--- src/verilog/adc_serial_pkg.sv ---
// Shared constants and types of the converter serial port
package adc_serial_pkg;
  // ----------------------------------------------------------------
  // Frame and conversion sequencing
  // ----------------------------------------------------------------
  localparam int RESULT_BITS = 10;
  localparam int CMD_BITS = 8;
  localparam int CHAN_BITS = 3;
  localparam logic [4:0] FALLS_PER_CONV = 5'h10;
  localparam logic [4:0] TRACK_FALLS = 5'h03;
  localparam logic [4:0] HOLD_FALL = 5'h04;
  localparam logic [4:0] RESULT_FIRST_FALL = 5'h05;
  localparam logic [4:0] RESULT_LAST_FALL = 5'h0E;
  localparam logic [3:0] CMD_LAST_RISE = 4'h7;
  localparam logic [3:0] CONV_LAST_RISE = 4'hF;
  localparam logic [3:0] CMD_RISES = 4'h8;
  // ----------------------------------------------------------------
  // Channel select control word layout
  // ----------------------------------------------------------------
  localparam int CHAN_CODE_BIT2 = 5;
  localparam int CHAN_CODE_BIT0 = 3;
  localparam logic [2:0] CHAN_RESET = 3'h0;
  localparam logic [CMD_BITS-1:0] CMD_RESET = 8'h00;
  // ----------------------------------------------------------------
  // Types
  // ----------------------------------------------------------------
  typedef enum logic [4:0] {
    PH_OFF   = 5'b00001,
    PH_ARMED = 5'b00010,
    PH_TRACK = 5'b00100,
    PH_HOLD  = 5'b01000,
    PH_GAP   = 5'b10000
  } conv_phase_t;

  typedef struct packed {
    logic [CHAN_BITS-1:0] channel;
    logic [RESULT_BITS-1:0] code;
  } conv_result_t;

  localparam int RESULT_W = CHAN_BITS + RESULT_BITS;

  function automatic logic [CHAN_BITS-1:0] chan_field(input logic [CMD_BITS-1:0] word);
    chan_field = word[CHAN_CODE_BIT2:CHAN_CODE_BIT0];
  endfunction
endpackage

--- src/verilog/result_buffer.sv ---
// Two-entry valid/ready buffer for conversion results
`timescale 1ns/100ps
module result_buffer #(
  parameter int WIDTH = 13,
  parameter int DEPTH = 2
) (
  input wire logic i_clock,
  input wire logic i_rst_n,
  input wire logic i_flush,
  input wire logic i_in_valid,
  output logic o_in_ready,
  input wire logic [WIDTH-1:0] i_in_data,
  output logic o_out_valid,
  input wire logic i_out_ready,
  output logic [WIDTH-1:0] o_out_data
);
  localparam int PW = (DEPTH > 1) ? $clog2(DEPTH) : 1;
  logic [WIDTH-1:0] mem [DEPTH];
  logic [PW-1:0] wr_ptr;
  logic [PW-1:0] rd_ptr;
  logic [PW:0] count;
  logic push;
  logic pop;

  function automatic logic [PW-1:0] bump(input logic [PW-1:0] p);
    bump = (p == PW'(DEPTH - 1)) ? '0 : p + 1'b1;
  endfunction

  assign o_in_ready = (count != (PW+1)'(DEPTH));
  assign o_out_valid = (count != '0);
  assign o_out_data = mem[rd_ptr];
  assign push = i_in_valid & o_in_ready;
  assign pop = o_out_valid & i_out_ready;

  always_ff @(posedge i_clock) begin
    if (push) begin
      mem[wr_ptr] <= i_in_data;
    end
  end

  always_ff @(posedge i_clock) begin
    if (!i_rst_n || i_flush) begin
      wr_ptr <= '0;
      rd_ptr <= '0;
      count <= '0;
    end else begin
      if (push) begin
        wr_ptr <= bump(wr_ptr);
      end
      if (pop) begin
        rd_ptr <= bump(rd_ptr);
      end
      if (push && !pop) begin
        count <= count + 1'b1;
      end else if (pop && !push) begin
        count <= count - 1'b1;
      end
    end
  end
endmodule

--- src/verilog/adc_serial_port.sv ---
// Serial frame and conversion sequencing of an eight-channel converter
`timescale 1ns/100ps
module adc_serial_port
  import adc_serial_pkg::*;
#(
  parameter int BUF_DEPTH = 2
) (
  input wire logic i_clock,
  input wire logic i_rst_n,
  input wire logic i_frame_sel_n,
  input wire logic i_shift_clk,
  input wire logic i_cmd_in,
  output logic o_data_out,
  output logic o_data_out_oe,
  output logic o_powered,
  output logic o_tracking,
  output logic o_holding,
  output logic [CHAN_BITS-1:0] o_track_channel,
  output logic o_conv_start,
  input wire logic i_result_valid,
  input wire logic [RESULT_BITS-1:0] i_result,
  output logic o_result_ready
);
  // ----------------------------------------------------------------
  // Pin synchronisers and edge detection
  // ----------------------------------------------------------------
  logic sel_s1;
  logic sel_s2;
  logic sel_s3;
  logic clk_s1;
  logic clk_s2;
  logic clk_s3;
  logic din_s1;
  logic din_s2;

  always_ff @(posedge i_clock) begin
    if (!i_rst_n) begin
      sel_s1 <= 1'b1;
      sel_s2 <= 1'b1;
      sel_s3 <= 1'b1;
    end else begin
      sel_s1 <= i_frame_sel_n;
      sel_s2 <= sel_s1;
      sel_s3 <= sel_s2;
    end
  end

  always_ff @(posedge i_clock) begin
    if (!i_rst_n) begin
      clk_s1 <= 1'b0;
      clk_s2 <= 1'b0;
      clk_s3 <= 1'b0;
    end else begin
      clk_s1 <= i_shift_clk;
      clk_s2 <= clk_s1;
      clk_s3 <= clk_s2;
    end
  end

  always_ff @(posedge i_clock) begin
    if (!i_rst_n) begin
      din_s1 <= 1'b0;
      din_s2 <= 1'b0;
    end else begin
      din_s1 <= i_cmd_in;
      din_s2 <= din_s1;
    end
  end

  logic sel_active;
  logic sel_fall;
  logic clk_rise;
  logic clk_fall;
  logic first_fall;
  logic fall_ev;

  assign sel_active = ~sel_s2;
  assign sel_fall = sel_s3 & ~sel_s2;
  // Edges only count inside a frame; the select fall edge itself is handled apart
  assign clk_rise = sel_active & ~sel_fall & clk_s2 & ~clk_s3;
  assign clk_fall = sel_active & ~sel_fall & ~clk_s2 & clk_s3;
  assign first_fall = sel_fall & ~clk_s2;
  assign fall_ev = clk_fall | first_fall;

  // ----------------------------------------------------------------
  // Conversion phase and edge counters
  // ----------------------------------------------------------------
  conv_phase_t phase;
  conv_phase_t next_phase;
  logic [4:0] fall_idx;
  logic [4:0] next_fall_idx;
  logic [3:0] rise_idx;
  logic started;

  assign started = (phase == PH_TRACK) || (phase == PH_HOLD) || (phase == PH_GAP);

  always_comb begin
    if (first_fall || phase == PH_ARMED || phase == PH_GAP) begin
      next_fall_idx = 5'h01;
    end else begin
      next_fall_idx = fall_idx + 5'h01;
    end
  end

  always_comb begin
    next_phase = phase;
    case (phase)
      PH_OFF: begin
        if (sel_fall) begin
          next_phase = clk_s2 ? PH_ARMED : PH_TRACK;
        end
      end
      PH_ARMED: begin
        if (clk_fall) begin
          next_phase = PH_TRACK;
        end
      end
      PH_TRACK: begin
        if (clk_fall && next_fall_idx == HOLD_FALL) begin
          next_phase = PH_HOLD;
        end
      end
      PH_HOLD: begin
        if (clk_fall && next_fall_idx == FALLS_PER_CONV) begin
          next_phase = PH_GAP;
        end
      end
      PH_GAP: begin
        if (clk_fall) begin
          next_phase = PH_TRACK;
        end
      end
      default: next_phase = PH_OFF;
    endcase
    if (!sel_active) begin
      next_phase = PH_OFF;
    end
  end

  always_ff @(posedge i_clock) begin
    if (!i_rst_n) begin
      phase <= PH_OFF;
    end else begin
      phase <= next_phase;
    end
  end

  always_ff @(posedge i_clock) begin
    if (!i_rst_n || !sel_active) begin
      fall_idx <= 5'h00;
    end else if (fall_ev) begin
      fall_idx <= next_fall_idx;
    end
  end

  // Rising edges are counted modulo one conversion
  always_ff @(posedge i_clock) begin
    if (!i_rst_n || !sel_active) begin
      rise_idx <= 4'h0;
    end else if (clk_rise && started) begin
      rise_idx <= rise_idx + 4'h1;
    end
  end

  // ----------------------------------------------------------------
  // Channel select control word
  // ----------------------------------------------------------------
  logic [CMD_BITS-1:0] cmd_shift;
  logic [CMD_BITS-1:0] next_cmd;
  logic [CHAN_BITS-1:0] chan_pending;
  logic [CHAN_BITS-1:0] chan_active;

  assign next_cmd = {cmd_shift[CMD_BITS-2:0], din_s2};

  always_ff @(posedge i_clock) begin
    if (!i_rst_n) begin
      cmd_shift <= CMD_RESET;
    end else if (clk_rise && started && rise_idx < CMD_RISES) begin
      cmd_shift <= next_cmd;
    end
  end

  always_ff @(posedge i_clock) begin
    if (!i_rst_n) begin
      chan_pending <= CHAN_RESET;
    end else if (clk_rise && started && rise_idx == CMD_LAST_RISE) begin
      chan_pending <= chan_field(next_cmd);
    end
  end

  // Committed only when a conversion completes its sixteenth rise
  always_ff @(posedge i_clock) begin
    if (!i_rst_n) begin
      chan_active <= CHAN_RESET;
    end else if (clk_rise && started && rise_idx == CONV_LAST_RISE) begin
      chan_active <= chan_pending;
    end
  end

  // ----------------------------------------------------------------
  // Converter control outputs
  // ----------------------------------------------------------------
  always_ff @(posedge i_clock) begin
    if (!i_rst_n) begin
      o_conv_start <= 1'b0;
    end else begin
      o_conv_start <= (phase == PH_TRACK) && (next_phase == PH_HOLD);
    end
  end

  assign o_tracking = (phase == PH_TRACK);
  assign o_holding = (phase == PH_HOLD);
  assign o_powered = (phase == PH_ARMED) || (phase == PH_TRACK) || (phase == PH_HOLD);
  assign o_track_channel = chan_active;

  // ----------------------------------------------------------------
  // Result buffer
  // ----------------------------------------------------------------
  conv_result_t in_res;
  conv_result_t out_res;
  logic res_valid;
  logic res_pop;

  assign in_res.channel = chan_active;
  assign in_res.code = i_result;
  assign res_pop = fall_ev && next_fall_idx == RESULT_FIRST_FALL && phase == PH_HOLD;

  result_buffer #(
    .WIDTH(RESULT_W),
    .DEPTH(BUF_DEPTH)
  ) u_result_buffer (
    .i_clock(i_clock),
    .i_rst_n(i_rst_n),
    .i_flush(sel_fall),
    .i_in_valid(i_result_valid),
    .o_in_ready(o_result_ready),
    .i_in_data(in_res),
    .o_out_valid(res_valid),
    .i_out_ready(res_pop),
    .o_out_data(out_res)
  );

  // ----------------------------------------------------------------
  // Serial result output
  // ----------------------------------------------------------------
  logic [RESULT_BITS-1:0] out_shift;

  function automatic logic result_slot(input logic [4:0] idx);
    result_slot = (idx > RESULT_FIRST_FALL) && (idx <= RESULT_LAST_FALL);
  endfunction

  always_ff @(posedge i_clock) begin
    if (!i_rst_n || !sel_active) begin
      o_data_out <= 1'b0;
    end else if (fall_ev) begin
      if (res_pop) begin
        o_data_out <= res_valid ? out_res.code[RESULT_BITS-1] : 1'b0;
      end else if (result_slot(next_fall_idx)) begin
        o_data_out <= out_shift[RESULT_BITS-1];
      end else begin
        o_data_out <= 1'b0;
      end
    end
  end

  // Remaining result bits, next one on top
  always_ff @(posedge i_clock) begin
    if (!i_rst_n || !sel_active) begin
      out_shift <= '0;
    end else if (res_pop) begin
      out_shift <= res_valid ? {out_res.code[RESULT_BITS-2:0], 1'b0} : '0;
    end else if (fall_ev && result_slot(next_fall_idx)) begin
      out_shift <= {out_shift[RESULT_BITS-2:0], 1'b0};
    end
  end

  always_ff @(posedge i_clock) begin
    if (!i_rst_n) begin
      o_data_out_oe <= 1'b0;
    end else begin
      o_data_out_oe <= sel_active;
    end
  end
endmodule

--- config.mk ---
export PLATFORM = sky130hd
export DESIGN_NAME = adc_serial_port
export DESIGN_NICKNAME = d
export VERILOG_FILES = /design/src/verilog/adc_serial_pkg.sv /design/src/verilog/result_buffer.sv /design/src/verilog/adc_serial_port.sv
export SDC_FILE = /design/constraint.sdc
export NUM_CORES = 1
export LEC_CHECK = 0
export BUFFER_PORTS_ARGS = -buffer_cell sky130_fd_sc_hd__buf_2
export CAP_MARGIN = 30
export CORE_AREA = 4 4 123 102
export DETAILED_ROUTE_END_ITERATION = 7
export DIE_AREA = 0 0 127 106
export PLACE_DENSITY = 0.46
export SLEW_MARGIN = 20
export SYNTH_ARGS = -nofsm -noshare
export SYNTH_HDL_FRONTEND = slang
export SYNTH_SLANG_ARGS = --single-unit
--- constraint.sdc ---
create_clock -name i_clock -period 2.6 [get_ports i_clock]
set_clock_uncertainty 0.15 [all_clocks]
set_input_delay 0.52 -clock i_clock [delete_from_list [all_inputs] [get_ports i_clock]]
set_output_delay 0.52 -clock i_clock [all_outputs]
set_load 0.01 [all_outputs]
-- Word level (Yosys, flattened, before mapping)
Memories as Yosys holds them, arrays and structs flattened. A register that Yosys moved wholly into a read port is not among the register bits.
Index checks and enable logic that the tools add are counted.
- RAM bits: 26
- output and inout bits: 10
- memories kept: 1
- register bits: 50
- input port bits: 16
- bitwise operators: 14
- multiplexer cells: 22
- reductions and logical operators: 28
- $add $sub $neg: 6
- eq/ne operators: 12
- $lt $le $gt $ge: 3
- memories (memory ; words ; bits a word ; read ports ; clocked after Yosys merged registers in ; write ports ; RTL line ; text):
    u_result_buffer.mem ; 2 ; 13 ; 1 ; 1 ; 1 ; result_buffer.sv:18 ; logic [WIDTH-1:0] mem [DEPTH];
- operators by type and width (operator ; number):
    2-to-1 mux 10 bit ; 3
    2-to-1 mux 5 bit ; 6
    case mux 5 bit (4 select lines) ; 1
    == test 5 x 3 -> 1 bit (second input constant) ; 3
    logical AND 1 bit ; 13
    == test 5 x 4 -> 1 bit (second input constant) ; 2
    == test 5 bit (second input constant) ; 2
    bitwise AND 1 bit ; 9
    2-to-1 mux 1 bit ; 9
    logical OR 1 bit ; 8
    nonzero test 2 bit ; 3
    adder 5 x 1 -> 5 bit (second input constant) ; 1
    == test 5 x 1 -> 1 bit (second input constant) ; 1
    == test 5 x 2 -> 1 bit (second input constant) ; 1
    > comparator 5 x 3 -> 1 bit (second input constant) ; 1
    less-or-equal comparator 5 x 4 -> 1 bit (second input constant) ; 1
    adder 4 x 1 -> 4 bit (second input constant) ; 1
    == test 4 x 3 -> 1 bit (second input constant) ; 1
    == test 4 bit (second input constant) ; 1
    less-than comparator 4 bit (second input constant) ; 1
    2-to-1 mux 2 bit ; 2
    NOT 1 bit ; 4
    logical NOT 1 bit ; 3
    2-to-1 mux 3 bit ; 1
    other kinds (6) ; 7

-- Depth between registers and ports, before layout
- word-level depth: 13
- gate-level depth with buffers: 11
- depth with buffers taken out: 9

-- Hierarchy
From an unflattened synthesis, not the netlist that was laid out.
- cells, all modules: 294
- area, all modules: 3278.1 µm²
- by module, submodules not included (module ; cells each ; area each (µm²) ; seq. area each (µm²) ; times used):
    adc_serial_port ; 229 ; 2109.5 ; 900.9 ; 1
    result_buffer ; 65 ; 1168.6 ; 880.8 ; 1

-- Worst setup path after synthesis
OpenSTA, ideal clock, no wires.
- path type: flip-flop to flip-flop
- start: register fall_idx[0]
- end: register u_result_buffer.count[1]
- required time: 2.380 ns
- clock period less this slack: 2.844 ns
- buffers on the path: 2
- arrival time: 2.624 ns
- library setup time: 0.070 ns
- setup slack: -0.244 ns
- cell stages (with the launch flop): 11
- cells stage by stage: dfxtp_1 -> ha_1 -> nand3_1 -> xnor2_1 -> nor4_1 -> buf_2 -> buf_4 -> o21ai_0 -> ha_1 -> or3_1 -> a21oi_1
- longest elaborated chain between the ends: 9
- RTL lines (element ; RTL line ; text):
    from (decl) ; adc_serial_port.sv:90 ; logic [4:0] fall_idx;
    from (signal assigned) ; adc_serial_port.sv:152 ; fall_idx <= next_fall_idx;
    adder 5 x 1 -> 5 bit (*) ; adc_serial_port.sv:101 ; next_fall_idx = fall_idx + 5'h01;
    2-to-1 mux 5 bit (*) ; adc_serial_port.sv:98 ; if (first_fall || phase == PH_ARMED || phase == PH_GAP) begin
    == test 5 x 3 -> 1 bit (*) ; adc_serial_port.sv:226 ; assign res_pop = fall_ev && next_fall_idx == RESULT_FIRST_FALL && phase == PH_HOLD;
    logical AND 1 bit (*) (2 in a row) ; adc_serial_port.sv:226 ;
    bitwise AND 1 bit (*) ; result_buffer.sv:33 ; assign pop = o_out_valid & i_out_ready;
    logical NOT 1 bit ; result_buffer.sv:53 ; if (push && !pop) begin
    logical AND 1 bit ; result_buffer.sv:53 ;
    2-to-1 mux 2 bit / nonzero test 2 bit (equally long branches) ; - ;
    to (signal assigned) ; result_buffer.sv:54 ; count <= count + 1'b1;
    to (signal assigned) ; result_buffer.sv:56 ; count <= count - 1'b1;
    to (decl) ; result_buffer.sv:21 ; logic [PW:0] count;
Every way passes the cells marked *; elsewhere a longest branch is shown, timed or not.
A chain may end at the register's enable or synchronous reset.

-- Worst setup path after layout
- start: register fall_idx[0]
- end: register o_data_out
- longest elaborated chain between the ends: 6
- RTL lines (element ; RTL line ; text):
    adder 5 x 1 -> 5 bit (*) ; adc_serial_port.sv:101 ;
    2-to-1 mux 5 bit (*) ; adc_serial_port.sv:98 ;
    > comparator 5 x 3 -> 1 bit (tied with other cells) ; adc_serial_port.sv:249 ; result_slot = (idx > RESULT_FIRST_FALL) && (idx <= RESULT_LAST_FALL);
    logical AND 1 bit (on tied branches) ; adc_serial_port.sv:249, adc_serial_port.sv:226 ;
    2-to-1 mux 1 bit / logical AND 1 bit (equally long branches) ; adc_serial_port.sv:258, adc_serial_port.sv:226 ;
    2-to-1 mux 1 bit (*) ; adc_serial_port.sv:256 ; if (res_pop) begin
    to (signal assigned) ; adc_serial_port.sv:257 ; o_data_out <= res_valid ? out_res.code[RESULT_BITS-1] : 1'b0;
    to (signal assigned) ; adc_serial_port.sv:259 ; o_data_out <= out_shift[RESULT_BITS-1];
    to (decl) ; adc_serial_port.sv:13 ; output logic o_data_out,
Marks and branches as above.

==> results.ini <==
[outcome]
status = completed

[hold_path]
min_path_type = in2reg

[timing]
fin_crit_sh = 0.923
finalCriticalPeriod_ns = 2.40
final.setup.tns_ns = 0
hold_viol_final = 0
slew_violations = 0
finalSetupViolations = 0
relSlewSlack = 0.505
rsz0062_at_grt = false
worst_pin_slew_ns = 0.739
max_freq_mhz = 416

[placement]
hpwl_um = 4560
gp_routability_congestion = 0.799
io_buffers = 25

[logic_synthesis]
yosysTopAreaCellShare = 0.323
synth_top_area_cell = dfxtp_1
synth.top_cells.by_count = dfxtp_1, nor2_1, mux2i_1, edfxtp_1, a211oi_1
synthArstFlopShare = 0
syn_area_per_cell_um2 = 10.1
ys_types = 49
synth_edf_count = 20
synth_area_leaders = dfxtp_1, edfxtp_1, mux2i_1
synth-seq-cells = 70
synth_cells = 306
synthFlopType = dfxtp_1
yosysSeqAreaShare = 0.517
synth_nets = 325
yosysMostFrequentCell = dfxtp_1
ys_warn_count = 0
syn_area_um2 = 3100

[setup_path]
reg2reg_setup_slack_ns = 0.20
crit_buf_inv = 1
crit_slowest_cell = or4_4
cpPeakStageDelay_ns = 0.54
cp-start-kind = flop
cp_top_family = simple AND/OR/NAND/NOR gates
crit_chain = ha_4, nand3_1, xnor2_2, buf_4, or4_4, or3_1, a31oi_1
criticalPathCategory = reg2reg
worstPathMaxFanout = 9
end_kind = flop
critPathArrivalTime_ns = 2.51
required_ns = 2.70

[floorplanning]
die_y_um = 106
io-pin-count = 26
initial_core_util = 0.274
rows = 35
design.core.area_um2 = 11300
fp.dieW_um = 127
die_area_um2 = 13500

[power]
p_leak_nw = 1.35
finalPower_mw = 2.75
powerDensity_nw_per_um2 = 720
irDropWorstVdd_v = 0.000423

[grt]
grt_pass1_vias = 2162
antenna_found_initial = 0
overflow = 0
grt_pass1_wl_um = 11100
grt_start_max_net_pins = 26
grt_usage = 0.103

[finish]
fin_nets = 357
n_antenna_cell = 0
syn_to_final_growth_pct = 23.2
post-route-util = 0.338
layout-drive-gt1-share = 0.190
fillCellCount = 1179

[detailed_routing]
vias = 2258
drc = 0
wl_met3_um = 253
met1_length_um = 3420
wire_per_inst_um = 13.2
route.top_layer_used = met4
ant_nets = 0
first_pass_iters = 4
wl_met2_um = 2700
wirelength_um = 6480
vias_per_cell = 4.60
drtIter0Drc = 113

[clock_network]
clkTransAtPathRegs_ns = 0.06
cts_root_buffer = clkbuf_16
cts_hold_buf = 0
cts_setup_buffers = 0
worstSkewPairLatency_ns = 0.33
cts_sinks = 70
cts_buffers = 9
cts_max_path_buffers = 2
cts_tree = yes
cts.htree.levels = 3

[flow_run]
cap_violations = 0

==> flip-flops by register name, indices dropped and copies added (netlist names), named ones only <==
signal,count
din_s2,1
clk_s2,1
clk_s3,1
o_data_out,1
u_result_buffer.count,2
o_conv_start,1
u_result_buffer.rd_ptr,1
u_result_buffer.mem,20
out_shift,9
o_track_channel,3
chan_pending,3
sel_s1,1
phase,5
din_s1,1
rise_idx,4
sel_s3,1
sel_s2,1
cmd_shift,5
fall_idx,5
u_result_buffer.wr_ptr,1
o_data_out_oe,1
clk_s1,1
==> power by group <==
part           internal (mW)  total (mW)  leakage (nW)  switching, mW
clock                  0.952        1.45         0.173          0.498
combinational         0.0457       0.118         0.586         0.0728
sequential              1.16        1.18         0.593         0.0167
total                   2.16        2.75          1.35          0.588
==> what timing repair did <==
action                                 in CTS  in global routing
resized for setup                           0                  3
setup endpoints to repair                   0                  1
endpoints found under the hold margin       0                  0
==> logic make-up after synthesis <==
group	share of synthesized area
xor gates and xnor gates	0.0340
AOI/OAI and AO/OA	0.138
DFF	0.517
buffers and inverters	0.0335
muxes	0.0776
and+or+nand+nor	0.188
adders and majority gates	0.0121
==> stage by stage <==
step                      std cells  instance area (um^2)  worst slack, ns  hold slack [ns]
after floorplan                 306                  3120          0.00399            0.236
after global placement          475                  3450            0.197            0.255
after detailed placement        475                  3450            0.140            0.251
after CTS                       491                  3800            0.119            0.207
after global routing            491                  3810           0.0215            0.210
final                           491                  3810            0.199            0.219
==> final cells by class <==
class,count,area [um^2],share of cell area
clock buffers,9,225,0.0590
clock inverters,7,128,0.0335
well taps,148,185,0.0485
repair buffers,38,223,0.0584
inverters,6,22.5,0.00590
flip-flops and latches,70,1610,0.421
multi-input cells,213,1430,0.374
==> layout by cell type (no fill, tap or decap), types with 2 or more instances in the layout <==
master     instances
buf_4             13
and2_1             5
a21boi_0           2
nor3b_1            2
a21oi_1           13
a22oi_1            3
a211oi_1          18
and3_1             3
ha_1               2
edfxtp_1          20
nand2b_1           8
inv_1              6
a21bo_2            2
inv_6              2
or3_1              3
nor2b_1            9
xor2_1             9
o21ai_0           15
xnor2_1            2
nor2_1            25
nand2_1           16
a211o_1            2
nand3_1           16
nor3_1             7
buf_2             25
a21o_1             3
nand4_1            3
clkbuf_16          9
mux2i_1           24
bufinv_16          3
dfxtp_1           48
==> metal layers <==
layer | up-vias | GRT usage
met5 | - | 0
met2 | 34 | 0.149
li1 | 1166 | -
met1 | 1049 | 0.142
met3 | 9 | 0.0352
met4 | 0 | 0.0345
==> path summary, 6_finish.rpt <==
check / start / endpoint / cells after the start
max: fall_idx[0] / o_data_out / 7
max reg2reg: fall_idx[0] / o_data_out / 7
min: i_frame_sel_n / sel_s1 / 2
min reg2reg: sel_s1 / sel_s2 / 1
(Power assumes the default switching activity.)
